### src/rtl/rpx_pkg.sv
// Package for the 5:6:5 to 8:8:8 pixel expander.
// Assumes a single clock and synchronous reset in the streaming fabric.
package rpx_pkg;
  localparam int RPX_WORD_W     = 64;
  localparam int RPX_PIX_IN_W   = 16;
  localparam int RPX_PIX_OUT_W  = 24;
  localparam int RPX_SYMS_BEAT  = 2;
  localparam int RPX_SYM_W      = 8;
  localparam int RPX_PIX_PER_WD = RPX_WORD_W / RPX_PIX_IN_W;
  localparam int RPX_IDX_W      = $clog2(RPX_PIX_PER_WD);
  // Source field positions of a 5:6:5 pixel.
  localparam int RPX_R_LSB = 11;
  localparam int RPX_R_W   = 5;
  localparam int RPX_G_LSB = 5;
  localparam int RPX_G_W   = 6;
  localparam int RPX_B_LSB = 0;
  localparam int RPX_B_W   = 5;
  // Destination byte positions, red in the top byte.
  localparam int RPX_OR_LSB = 16;
  localparam int RPX_OG_LSB = 8;
  localparam int RPX_OB_LSB = 0;
  localparam logic [1:0] RPX_IDX_LAST = 2'h3;
  localparam logic [1:0] RPX_IDX_FIRST = 2'h0;
endpackage : rpx_pkg

### src/rtl/rpx_word_split.sv
// Splits 64-bit frame-buffer words into 16-bit pixel beats.
// Assumes a valid/ready stream on both sides on the same clock.
`timescale 1ns/100ps
module rpx_word_split
  import rpx_pkg::*;
(
  input  wire logic                    clk,
  input  wire logic                    rst,
  input  wire logic [RPX_WORD_W-1:0]   word_data,
  input  wire logic                    word_valid,
  input  wire logic                    word_first,
  output logic                         word_ready,
  output logic [RPX_PIX_IN_W-1:0]      pix_data,
  output logic                         pix_valid,
  output logic                         pix_first,
  input  wire logic                    pix_ready
);
  typedef struct packed {
    logic [RPX_WORD_W-1:0] word;
    logic                  full;
    logic                  first;
    logic [1:0]            idx;
  } rpx_split_t;

  rpx_split_t st;
  rpx_split_t next_st;

  // A new word is taken when none is held, or as the last pixel of the held one leaves.
  assign word_ready = !st.full || (pix_ready && st.idx == RPX_IDX_LAST);
  assign pix_valid  = st.full;
  assign pix_data   = st.word[RPX_PIX_IN_W-1:0];
  assign pix_first  = st.first && st.idx == RPX_IDX_FIRST;

  always_comb begin
    next_st = st;
    if (st.full && pix_ready) begin
      next_st.word  = st.word >> RPX_PIX_IN_W;
      next_st.idx   = st.idx + 2'h1;
      next_st.first = 1'b0;
      if (st.idx == RPX_IDX_LAST) begin
        next_st.full = 1'b0;
      end
    end
    if (word_valid && word_ready) begin
      next_st.word  = word_data;
      next_st.full  = 1'b1;
      next_st.first = word_first;
      next_st.idx   = RPX_IDX_FIRST;
    end
  end

  always_ff @(posedge clk) begin
    if (rst) begin
      st <= '0;
    end else begin
      st <= next_st;
    end
  end
endmodule : rpx_word_split

### src/rtl/rpx_expander.sv
// Top of the pixel path: word splitter, 5:6:5 to 8:8:8 widening.
// Assumes the frame buffer holds aligned 5:6:5 pixels in raster order.
//
// Summary of operation
// One 16-bit pixel in, one 24-bit out.
// Pad red 3, green 2, blue 3 bits.
// Padding is zeros or LSB copy, fixed.
// Same stream ports and handshake as before.
// Adapter gives two bytes per beat, not four.
// Software stores aligned 16-bit 5:6:5 pixels.
// Output order red, green, blue bytes.
// First-pixel marker per frame, raster order.
// Lowest pixel first; marker on first only.
`timescale 1ns/100ps
module rpx_expander
  import rpx_pkg::*;
#(
  parameter bit LSB_PAD = 1'b0
)
(
  input  wire logic                   clk,
  input  wire logic                   rst,
  input  wire logic [RPX_WORD_W-1:0]  word_data,
  input  wire logic                   word_valid,
  input  wire logic                   frame_first_marker_in,
  output logic                        word_ready,
  output logic [RPX_PIX_OUT_W-1:0]    data_out,
  output logic                        out_valid,
  output logic                        frame_first_marker,
  input  wire logic                   out_ready
);
  typedef struct packed {
    logic [RPX_PIX_OUT_W-1:0] data;
    logic                     valid;
    logic                     first;
  } rpx_out_t;

  rpx_out_t st;
  rpx_out_t next_st;
  logic [RPX_PIX_IN_W-1:0] pix;
  logic                    pix_valid;
  logic                    pix_first;
  logic                    pix_ready;
  wire  logic [RPX_PIX_OUT_W-1:0] wide;

  // Per-channel source field and destination byte, red, green, blue.
  localparam int RPX_CHANS = 3;
  localparam int CH_SRC_LSB [RPX_CHANS] =
    '{RPX_R_LSB, RPX_G_LSB, RPX_B_LSB};
  localparam int CH_SRC_W [RPX_CHANS] =
    '{RPX_R_W, RPX_G_W, RPX_B_W};
  localparam int CH_DST_LSB [RPX_CHANS] =
    '{RPX_OR_LSB, RPX_OG_LSB, RPX_OB_LSB};

  rpx_word_split u_split (
    .clk        (clk),
    .rst        (rst),
    .word_data  (word_data),
    .word_valid (word_valid),
    .word_first (frame_first_marker_in),
    .word_ready (word_ready),
    .pix_data   (pix),
    .pix_valid  (pix_valid),
    .pix_first  (pix_first),
    .pix_ready  (pix_ready)
  );

  // A one-deep output register keeps the same valid/ready behaviour.
  assign pix_ready = !st.valid || out_ready;

  // Copying the top bits lets full white reach 8'hff; zeros stop short.
  for (genvar ch = 0; ch < RPX_CHANS; ch++) begin : g_chan
    localparam int SW = CH_SRC_W[ch];
    localparam int PW = RPX_SYM_W - SW;
    wire logic [SW-1:0] src;
    assign src = pix[CH_SRC_LSB[ch] +: SW];
    if (LSB_PAD) begin : g_copy
      assign wide[CH_DST_LSB[ch] +: RPX_SYM_W] = {src, src[SW-1 -: PW]};
    end else begin : g_zero
      assign wide[CH_DST_LSB[ch] +: RPX_SYM_W] = {src, {PW{1'b0}}};
    end
  end

  always_comb begin
    next_st = st;
    // The marker is cleared with valid so that it can leave a flop directly.
    if (out_ready) begin
      next_st.valid = 1'b0;
      next_st.first = 1'b0;
    end
    if (pix_valid && pix_ready) begin
      next_st.data  = wide;
      next_st.valid = 1'b1;
      next_st.first = pix_first;
    end
  end

  always_ff @(posedge clk) begin
    if (rst) begin
      st <= '0;
    end else begin
      st <= next_st;
    end
  end

  assign data_out           = st.data;
  assign out_valid          = st.valid;
  assign frame_first_marker = st.first;
endmodule : rpx_expander

### config.mk
export PLATFORM = sky130hd
export DESIGN_NAME = rpx_expander
export DESIGN_NICKNAME = d
export VERILOG_FILES = /design/src/rtl/rpx_pkg.sv /design/src/rtl/rpx_word_split.sv /design/src/rtl/rpx_expander.sv
export SDC_FILE = /design/constraint.sdc
export NUM_CORES = 1
export LEC_CHECK = 0
export ABC_AREA = 1
export BUFFER_PORTS_ARGS = -buffer_cell sky130_fd_sc_hd__buf_2
export CORE_MARGIN = 2
export CORE_UTILIZATION = 55
export CTS_BUF_LIST = sky130_fd_sc_hd__clkbuf_4 sky130_fd_sc_hd__clkbuf_8 sky130_fd_sc_hd__clkbuf_16
export CTS_CLUSTER_DIAMETER = 30
export DETAILED_ROUTE_END_ITERATION = 6
export GPL_TIMING_DRIVEN = 0
export HOLD_SLACK_MARGIN = 0.12
export PLACE_DENSITY = 0.88
export SLEW_MARGIN = 20
export SYNTH_ARGS = -nofsm -noshare
export SYNTH_HDL_FRONTEND = slang
export SYNTH_HIERARCHICAL = 1
export SYNTH_SLANG_ARGS = --single-unit
### constraint.sdc
create_clock -name clk -period 2 [get_ports clk]
set_input_delay 0.1 -clock clk [delete_from_list [all_inputs] [get_ports clk]]
set_output_delay 0.1 -clock clk [all_outputs]
set_load 0.01 [all_outputs]
==> reports/results.ini, run 1 <==
[clock_network]
cts.sinks = 86
cts-root-buf = clkbuf_8
clk_pin_slew_worst_paths_ns = 0.09
numCtsBuffers = 9
htreeDepth = 3
cts_max_path_buffers = 2
post-cts-setup-buffers = 0
tritoncts = yes
worst_skew_pair.late_latency_ns = 0.37

[sta]
drv_slew = 0
tns_ns = 0
slew_headroom_pct = 65.44
final.period_utilization_pct = 91.76
hold_violations = 0
tightest_slew_ns = 0.5184
finalCriticalPeriod_ns = 1.835
rsz0062_at_grt = false
clock_skew_ns = 0.01166
setup_viol_count_final = 0
max_freq_mhz = 544.9

[finish]
nFillCells = 665
multi_input_area_mm2 = 0.002172
diodes = 0
final_cells = 920
nets = 881
area_delta_synth_final_pct = 28.07
regArea_mm2 = 0.001722
layout-drive-gt1-share_pct = 28.47

[grt]
grt_usage_pct = 27.78
grt_pass1_wl_um = 19700
grt_max_degree = 16
grt-ovfl-total = 0
antenna_found_initial = 0
grt_pass1_vias = 4458

[die]
fp.dieH_um = 95.81
num_rows = 33
dieArea_mm2 = 0.009179
ios = 96
core_mm2 = 0.008175
start_util_pct = 56.70
fp.dieW_um = 95.81

[power_and_ir_drop]
internal_power_mw = 2.914
leakage_nw = 2.914
ir_drop_mv = 0.4495
seqPwrFrac_pct = 46.7
power.switching_mw = 1.276
powerDensity_mw_per_mm2 = 705.6
power_frac_clock_pct = 30.0
netSwitchingFraction_pct = 30.45
combPwrFrac_pct = 23.3

[worst_setup_path]
cp-end-kind = output pin
critPathArrivalTime_ns = 1.74
cp_data_required_time_ns = 1.90
crit_type = reg -> out
worst_setup_path_start_kind = flop
crit_fanout = 11

[yosys]
syn-mean-instance-area_um2 = 7.077
synth.distinct_cells = 26
ys_ff_latch = 86
synth_cells = 655
syn-cell-area_mm2 = 0.004636
seq_area_frac_synth_pct = 37.14
yosys.area.top_type = dfxtp_1
yosysWarnings = 6
synth_top_area_share_pct = 37.14
synth.top_cells.by_area = dfxtp_1 37%, nand2_1 15%, nand3_1 9.6%, nand3_2 8.6%, a21oi_1 7.2%

[routing]
drt-initial-drc-count = 291
wl_per_cell_um = 13.02
drt-total-wl_um = 11980
first_pass_iters = 5
viasPerCell = 5.000
antenna_left = 0
num_vias = 4600
drc = 0

[min_path]
min_path_type = in -> reg

[place]
placed_cells = 854
port_buffers = 87
gp_congestion = 0.9063
hpwl_um = 8438

[run]
cap_viol_max_count = 0

[status]
status = finished clean

-- worst max-delay path: stages (launching register included) --
cell and delay (ns):
dfxtp_1 0.35, nand2_4 0.14, buf_4 0.20, nand2_1 0.08, nand2_2 0.15, clkbuf_2 0.27, buf_2 0.18
-- cell usage in the layout (no fill, tap or decap), drive strengths merged, types with 8 or more instances in the layout --
| cell type | instances |
|---|---|
| nand2 | 189 |
| clkbuf | 23 |
| nor2 | 34 |
| a21oi | 67 |
| conb | 8 |
| buf | 146 |
| nand3 | 129 |
| dlygate4sd3 | 50 |
| inv | 73 |
| dfxtp | 86 |
-- cell families after synthesis --
group / count (synthesis) / share of synthesized area, %
adders and majority gates: 2 / 0.5397
and+or+nand+nor: 353 / 38.08
DFF: 86 / 37.14
other: 1 / 0.08089
xor gates and xnor gates: 1 / 0.1890
AOI/OAI and AO/OA: 68 / 7.395
buffers and inverters: 144 / 16.57
-- area by class of cell --
cell class,instances,area share [%]
buffer,72,8.282
clock buffer,10,2.318
clock inverter,6,1.159
inverter,72,4.679
multi-input combinational,432,36.59
sequential,86,29.00
tap,105,2.213
timing repair buffer,137,15.76
-- cells in the mapped netlist --
cell / n
nand2_1: 184
nand3_1: 89
dfxtp_1: 86
a21oi_1: 67
inv_1: 67
nand3_2: 40
buf_4: 29
buf_2: 22
nor2_2: 20
nor2_1: 14
clkbuf_1: 12
buf_8: 4
buf_6: 3
nand2_4: 3
ha_1: 2
inv_2: 2
nand2_2: 2
a211oi_1: 1
buf_1: 1
buf_12: 1
clkinv_1: 1
conb_1: 1
inv_4: 1
inv_6: 1
nor3_1: 1
xor2_1: 1
-- final timing paths --
check	start	end	slack (ns)	cells after the start
max	out_valid$_SDFFE_PP0P_	word_ready	0.16	6
max reg2reg	out_valid$_SDFFE_PP0P_	u_split/st[32]$_SDFFE_PP0P_	0.22	9
min reg2reg	data_out[3]$_SDFFE_PP0P_	data_out[3]$_SDFFE_PP0P_	0.47	2
min	word_data[4]	u_split/pix_data[4]$_SDFFE_PP0P_	0.12	5
-- power by group through the flow --
| stage | Sequential (mW) | Combinational [mW] | Clock (mW) |
|---|---|---|---|
| floorplan | 1.98 | 0.639 | 0 |
| global placement | 1.98 | 0.862 | 0 |
| detailed placement | 1.99 | 0.886 | 0 |
| CTS | 1.95 | 0.964 | 1.27 |
| global route | 1.97 | 1.10 | 1.36 |
| finish | 1.96 | 0.978 | 1.26 |
-- flip-flops by register name (all words and copies together), names as in the netlist --
signal,count
data_out,16
u_split/pix_data,16
frame_first_marker,1
u_split/st,51
out_valid,1
u_split/pix_valid,1
-- timing repair --
| item | 4_1_cts | 5_1_grt |
|---|---|---|
| gates resized for setup | 0 | 1 |
| setup endpoints to repair | 0 | 1 |
| hold buffers | 50 | 0 |
| endpoints found under the hold margin | 50 | 0 |
-- through the flow --
step	setup WS [ns]	hold WS, ns	utilization (%)	total power, mW	instance area (µm²)
2_1_floorplan	0.4862	0.1691	-	2.623	4662
3_3_place_gp	0.3318	0.2970	63.96	2.843	5229
3_5_place_dp	0.2747	0.2991	63.96	2.880	5229
4_1_cts	0.01003	0.1208	72.60	4.188	5936
5_1_grt	0.03052	0.1277	72.62	4.428	5937
6_report	0.1648	0.1233	72.62	4.189	5937
-- routing by layer --
layer	up-vias	wire length (µm)	track usage, %	share of wire [%]
li1	2334	-	-	-
met3	30	814	6.421	6.8
met4	0	307	10.24	2.6
met2	196	6145	51.52	51
met5	-	0	0	0
met1	2040	4713	30.68	39
Note: power is estimated with default switching activity, not from simulation.
==> run 2: changes to the inputs <==
--- a/config.mk
+++ b/config.mk
@@ -7,10 +7,14 @@
 export LEC_CHECK = 0
 export ABC_AREA = 1
 export BUFFER_PORTS_ARGS = -buffer_cell sky130_fd_sc_hd__buf_2
+export CAP_MARGIN = 5
+export CELL_PAD_IN_SITES_DETAIL_PLACEMENT = 0
+export CELL_PAD_IN_SITES_GLOBAL_PLACEMENT = 1
 export CORE_MARGIN = 2
-export CORE_UTILIZATION = 55
+export CORE_UTILIZATION = 39
 export CTS_BUF_LIST = sky130_fd_sc_hd__clkbuf_4 sky130_fd_sc_hd__clkbuf_8 sky130_fd_sc_hd__clkbuf_16
 export CTS_CLUSTER_DIAMETER = 30
+export CTS_CLUSTER_SIZE = 24
 export DETAILED_ROUTE_END_ITERATION = 6
 export GPL_TIMING_DRIVEN = 0
 export HOLD_SLACK_MARGIN = 0.12
==> run 2 against run 1 <==
The flow now finishes with violations (design-rule violations). Power grew 10%. Utilization shrank 22 points. Die area grew 39%. Flip-flop and latch count is the same.
==> reports/results.ini, run 2 (same netlist as run 1, synthesis figures left out) <==
[grt]
grt_max_degree = 15
grt_usage_pct = 19.02
grt_pass1_wl_um = 19680
antenna_found_initial = 0
grt_pass1_vias = 4220
grt-ovfl-total = 0

[finish]
final_cells = 927
nFillCells = 1163
layout_commonest_cell = nand2_1
largest_reg_flops = 51
nets = 850
diodes = 0
multi_input_area_mm2 = 0.002172
layout-drive-gt1-share_pct = 29.59
area_delta_synth_final_pct = 24.62
final_cell_mix = 184 x nand2_1, 109 x buf_2, 89 x nand3_1, 86 x dfxtp_1
regMostFlops = u_split/st
regArea_mm2 = 0.001722
finish.utilization_pct = 50.16
final_area_mm2 = 0.005777

[die]
dieArea_mm2 = 0.01277
ios = 96
num_rows = 39
fp.dieH_um = 113.0
fp.dieW_um = 113.0
start_util_pct = 40.25
core_mm2 = 0.01152

[power_and_ir_drop]
seqPwrFrac_pct = 42.4
leakage_nw = 2.833
netSwitchingFraction_pct = 28.52
power_mw = 4.606
ir_drop_mv = 0.4610
powerDensity_mw_per_mm2 = 797.3
internal_power_mw = 3.292
power_frac_clock_pct = 37.4
power.switching_mw = 1.314
combPwrFrac_pct = 20.3

[place]
port_buffers = 87
placed_cells = 892
place_area_mm2 = 0.005276
pre_cts_ws_ns = 0.2103
hpwl_um = 9050
gp_congestion = 0.8339

[routing]
first_pass_iters = 7
wl_per_cell_um = 12.69
viasPerCell = 4.739
drt-total-wl_um = 11760
drt-initial-drc-count = 299
num_vias = 4393
drc = 5
antenna_left = 0

[worst_setup_path]
worst_setup_path_start_kind = flop
critPathArrivalTime_ns = 2.01
cp-end-kind = flop
r2r_end = u_split/st[35]$_SDFFE_PP0P_
r2r_start = out_valid$_SDFFE_PP0P_
cp_data_required_time_ns = 2.20
slowest_delay_ns = 0.42
crit_type = reg -> reg
path_cells = nand2_4 -> buf_4 -> nand2_1 -> nand2_2 -> clkbuf_1 -> nand3_1 -> nand2_1 -> a21oi_1
cpMaxStageDelayCell = clkbuf_1
rr_worst_depth = 8
cp_common_cell = nand2_1
crit_fanout = 11
reg2reg_slack_ns = 0.19

[min_path]
hp-start = word_data[25]
min_to = u_split/st[29]$_SDFFE_PP0P_
min_path_type = in -> reg
hold_depth = 5

[clock_network]
cts-root-buf = clkbuf_16
worst_skew_pair.late_latency_ns = 0.34
clk_pin_slew_worst_paths_ns = 0.06
post-cts-setup-buffers = 0
cts_max_path_buffers = 2
htreeDepth = 3
numCtsBuffers = 9
cts.sinks = 86
tritoncts = yes

[sta]
clock_skew_ns = 0.006342
hold-worst-slack_ns = 0.1373
tns_ns = 0
rsz0062_at_grt = false
max_freq_mhz = 551.6
final.period_utilization_pct = 90.64
hold_violations = 0
finalCriticalPeriod_ns = 1.813
drv_slew = 0
setup_viol_count_final = 0
fin_ws_ns = 0.1873

[status]
violations = design-rule violations
status = complete, but fails checks

[run]
cap_viol_max_count = 0

-- run 2: cell count changes in the layout (fill, tap and decap cells not counted), sizes merged --
cell / delta
dlygate4sd3: -31
clkbuf: +1
inv: -1
-- run 2: how the worst max path moves through the flow --
stage	start	endpoint	slack, ns	cells after the start
global placement	out_valid$_SDFFE_PP0P_	u_split/st[35]$_SDFFE_PP0P_	0.23	8
CTS	out_valid$_SDFFE_PP0P_	word_ready	0.04	6
finish	out_valid$_SDFFE_PP0P_	u_split/st[35]$_SDFFE_PP0P_	0.19	8
detailed placement	out_valid$_SDFFE_PP0P_	u_split/st[35]$_SDFFE_PP0P_	0.21	8
floorplan	out_valid$_SDFFE_PP0P_	u_split/st[38]$_SDFFE_PP0P_	0.49	9
global route	out_valid$_SDFFE_PP0P_	u_split/st[35]$_SDFFE_PP0P_	0.006	8
-- run 2: cell type report --
class                   instances  area share [%]
well taps                     143           3.097
multi-input cells             432           37.60
repair buffers                106           10.83
flip-flops and latches         86           29.80
plain buffers                  72           8.512
clock buffers                  11           4.375
inverters                      72           4.808
clock inverters                 5          0.9747
-- run 2: power by group through the flow --
stage          Clock, mW  Sequential [mW]  Combinational [mW]
6_report            1.72             1.95               0.934
5_1_grt             1.83             1.97                1.05
4_1_cts             1.75             1.95               0.937
3_5_place_dp           0             1.99               0.904
3_3_place_gp           0             1.98               0.889
2_1_floorplan          0             1.98               0.639
-- run 2: worst max-delay path, delay by kind of cell, from the launching register on --
kind                   cells  cell delay (ns)
AND/OR/NAND/NOR            5             0.66
buffers and inverters      2             0.62
AO/OA/AOI/OAI              1             0.06
flip-flops                 1             0.33
-- run 2: routing by layer --
| metal | GRT usage, % | part of all wire (%) |
|---|---|---|
| met1 | 25.07 | 46 |
| met2 | 32.18 | 47 |
| met3 | 3.856 | 5.2 |
| met4 | 4.390 | 0.77 |
| met5 | 0 | 0 |
-- run 2: repair_timing --
action | CTS | global route
resized for setup | 0 | 1
endpoints found under the setup margin | 0 | 1
hold buffers | 19 | 0
hold endpoints to repair | 19 | 0
==> run 3: changes to the inputs <==
--- a/config.mk
+++ b/config.mk
@@ -8,17 +8,17 @@
 export ABC_AREA = 1
 export BUFFER_PORTS_ARGS = -buffer_cell sky130_fd_sc_hd__buf_2
 export CAP_MARGIN = 5
-export CELL_PAD_IN_SITES_DETAIL_PLACEMENT = 0
-export CELL_PAD_IN_SITES_GLOBAL_PLACEMENT = 1
+export CELL_PAD_IN_SITES_DETAIL_PLACEMENT = 2
+export CELL_PAD_IN_SITES_GLOBAL_PLACEMENT = 2
 export CORE_MARGIN = 2
-export CORE_UTILIZATION = 39
+export CORE_UTILIZATION = 33
 export CTS_BUF_LIST = sky130_fd_sc_hd__clkbuf_4 sky130_fd_sc_hd__clkbuf_8 sky130_fd_sc_hd__clkbuf_16
 export CTS_CLUSTER_DIAMETER = 30
 export CTS_CLUSTER_SIZE = 24
 export DETAILED_ROUTE_END_ITERATION = 6
 export GPL_TIMING_DRIVEN = 0
 export HOLD_SLACK_MARGIN = 0.12
-export PLACE_DENSITY = 0.88
+export PLACE_DENSITY = 0.94
 export SLEW_MARGIN = 20
 export SYNTH_ARGS = -nofsm -noshare
 export SYNTH_HDL_FRONTEND = slang
==> constraint.sdc (replaced) <==
create_clock -name clk -period 2.1 [get_ports clk]
set_input_delay 0.105 -clock clk [delete_from_list [all_inputs] [get_ports clk]]
set_output_delay 0.105 -clock clk [all_outputs]
set_load 0.01 [all_outputs]
==> run 3 against run 2 <==
The run now ends clean. Register-to-register slack got worse by 0.04 ns. Power decreased by 1.0%. Clock power is essentially flat. Die area up 18%. Non-clock buffer count unchanged. Critical path depth unchanged. Worst setup slack got worse by 0.039 ns. Largest power group unchanged. First-iteration DRC count is 52% lower. Combinational power increased by 5.9%. Sequential share of layout area fell by 0.24 points. Sequential power shrank 4%. Wire length increased by 55%.
==> reports/results.ini, run 3 (same netlist as run 1, synthesis figures left out) <==
[die]
dieArea_mm2 = 0.01501
num_rows = 43
core_mm2 = 0.01383
ios = 96
fp.dieW_um = 122.5
fp.dieH_um = 122.5
start_util_pct = 33.53

[power_and_ir_drop]
power_frac_clock_pct = 37.3
ir_drop_mv = 0.4057
leakage_nw = 2.832
powerDensity_mw_per_mm2 = 782.8
combPwrFrac_pct = 21.7
internal_power_mw = 3.161
seqPwrFrac_pct = 41.0
power.switching_mw = 1.397
netSwitchingFraction_pct = 30.64

[grt]
grt_pass1_wl_um = 28870
grt-ovfl-total = 0
grt_max_degree = 14
antenna_found_initial = 0
grt_pass1_vias = 5316
grt_usage_pct = 25.49

[place]
port_buffers = 87
place_area_mm2 = 0.005323
hpwl_um = 13040
placed_cells = 929
gp_congestion = 0.8503

[status]
status = finished clean

[sta]
tightest_slew_ns = 0.5747
hold_violations = 0
drv_slew = 0
slew_headroom_pct = 61.69
finalCriticalPeriod_ns = 1.952
setup_viol_count_final = 0
hold-worst-slack_ns = 0.1363
final.period_utilization_pct = 92.94
max_freq_mhz = 512.4
clock_skew_ns = 0.007466

[finish]
final_area_mm2 = 0.005823
layout-drive-gt1-share_pct = 29.50
area_delta_synth_final_pct = 25.61
final_cell_mix = 184 x nand2_1, 109 x buf_2, 89 x nand3_1, 86 x dfxtp_1
layout_commonest_cell = nand2_1
final_cells = 963
nets = 850
regMostFlops = u_split/st
largest_reg_flops = 51
diodes = 0

[clock_network]
numCtsBuffers = 9
clk_pin_slew_worst_paths_ns = 0.06
cts_max_path_buffers = 2
cts.sinks = 86
tritoncts = yes
htreeDepth = 3
cts-root-buf = clkbuf_16
worst_skew_pair.late_latency_ns = 0.35

[routing]
viasPerCell = 4.945
drc = 0
antenna_left = 0
wl_per_cell_um = 18.93
num_vias = 4762
first_pass_iters = 4
drt-initial-drc-count = 145
drt-total-wl_um = 18230

[worst_setup_path]
rr_worst_depth = 8
cp-end-kind = flop
cp_data_required_time_ns = 2.32
crit_type = reg -> reg
worst_setup_path_start_kind = flop
critPathArrivalTime_ns = 2.17
crit_fanout = 11

[min_path]
min_path_type = in -> reg
hold_depth = 6

[run]
cap_viol_max_count = 0

## run 3: stage by stage
stage,setup WS [ns],TNS [ns],utilization (%),power (mW)
2_1_floorplan,0.5862,0,-,2.498
3_3_place_gp,0.3196,0,38.49,2.747
3_5_place_dp,0.1435,0,38.49,2.835
4_1_cts,0.02666,0,42.10,4.599
5_1_grt,-0.006064,-0.006064,42.11,4.765
6_report,0.1483,0,42.11,4.558
## run 3: power groups by stage
stage | sequential (mW) | clock, mW | combinational (mW)
finish | 1.87 | 1.70 | 0.989
global route | 1.88 | 1.79 | 1.09
CTS | 1.87 | 1.74 | 0.989
detailed placement | 1.90 | 0 | 0.932
global placement | 1.89 | 0 | 0.858
floorplan | 1.89 | 0 | 0.609
## run 3: per-layer routing
metal / vias up / wire (µm) / global-route usage (%)
met5: - / 0 / 0
met4: 0 / 472 / 10.42
met3: 36 / 578 / 3.253
met2: 114 / 9617 / 46.60
met1: 2327 / 7560 / 29.90
li1: 2285 / - / -
## run 3: layout make-up
| type | instances | area, µm² |
|---|---|---|
| repair buffers | 106 | 625.6 |
| well taps | 180 | 225.2 |
| plain buffers | 72 | 491.7 |
| multi-input cells | 432 | 2172 |
| clock buffers | 12 | 266.5 |
| fillers | 1632 | 8004 |
| flip-flops and latches | 86 | 1722 |
| inverters | 72 | 277.8 |
| clock inverters | 3 | 42.54 |
## run 3: repair_timing
item / 4_1_cts / 5_1_grt
resized for setup: 0 / 1
setup endpoints to repair: 0 / 1
hold buffers: 19 / 0
buffers inserted: 0 / 0
hold endpoints to repair: 19 / 0
## run 3: critical path: stages (launching register included)
cell and delay, ns:
dfxtp_1 0.33, nand2_4 0.14, buf_4 0.22, nand2_1 0.08, nand2_2 0.16, clkbuf_1 0.42, nand3_1 0.22, nand2_1 0.16
a21oi_1 0.07
## run 3: final timing paths
kind | slack, ns | endpoint | from
max | 0.15 | u_split/st[33]$_SDFFE_PP0P_ | out_valid$_SDFFE_PP0P_
min | 0.14 | frame_first_marker$_SDFFE_PP0P_ | out_ready
max reg2reg | 0.15 | u_split/st[33]$_SDFFE_PP0P_ | out_valid$_SDFFE_PP0P_
min reg2reg | 0.48 | data_out[10]$_SDFFE_PP0P_ | data_out[10]$_SDFFE_PP0P_
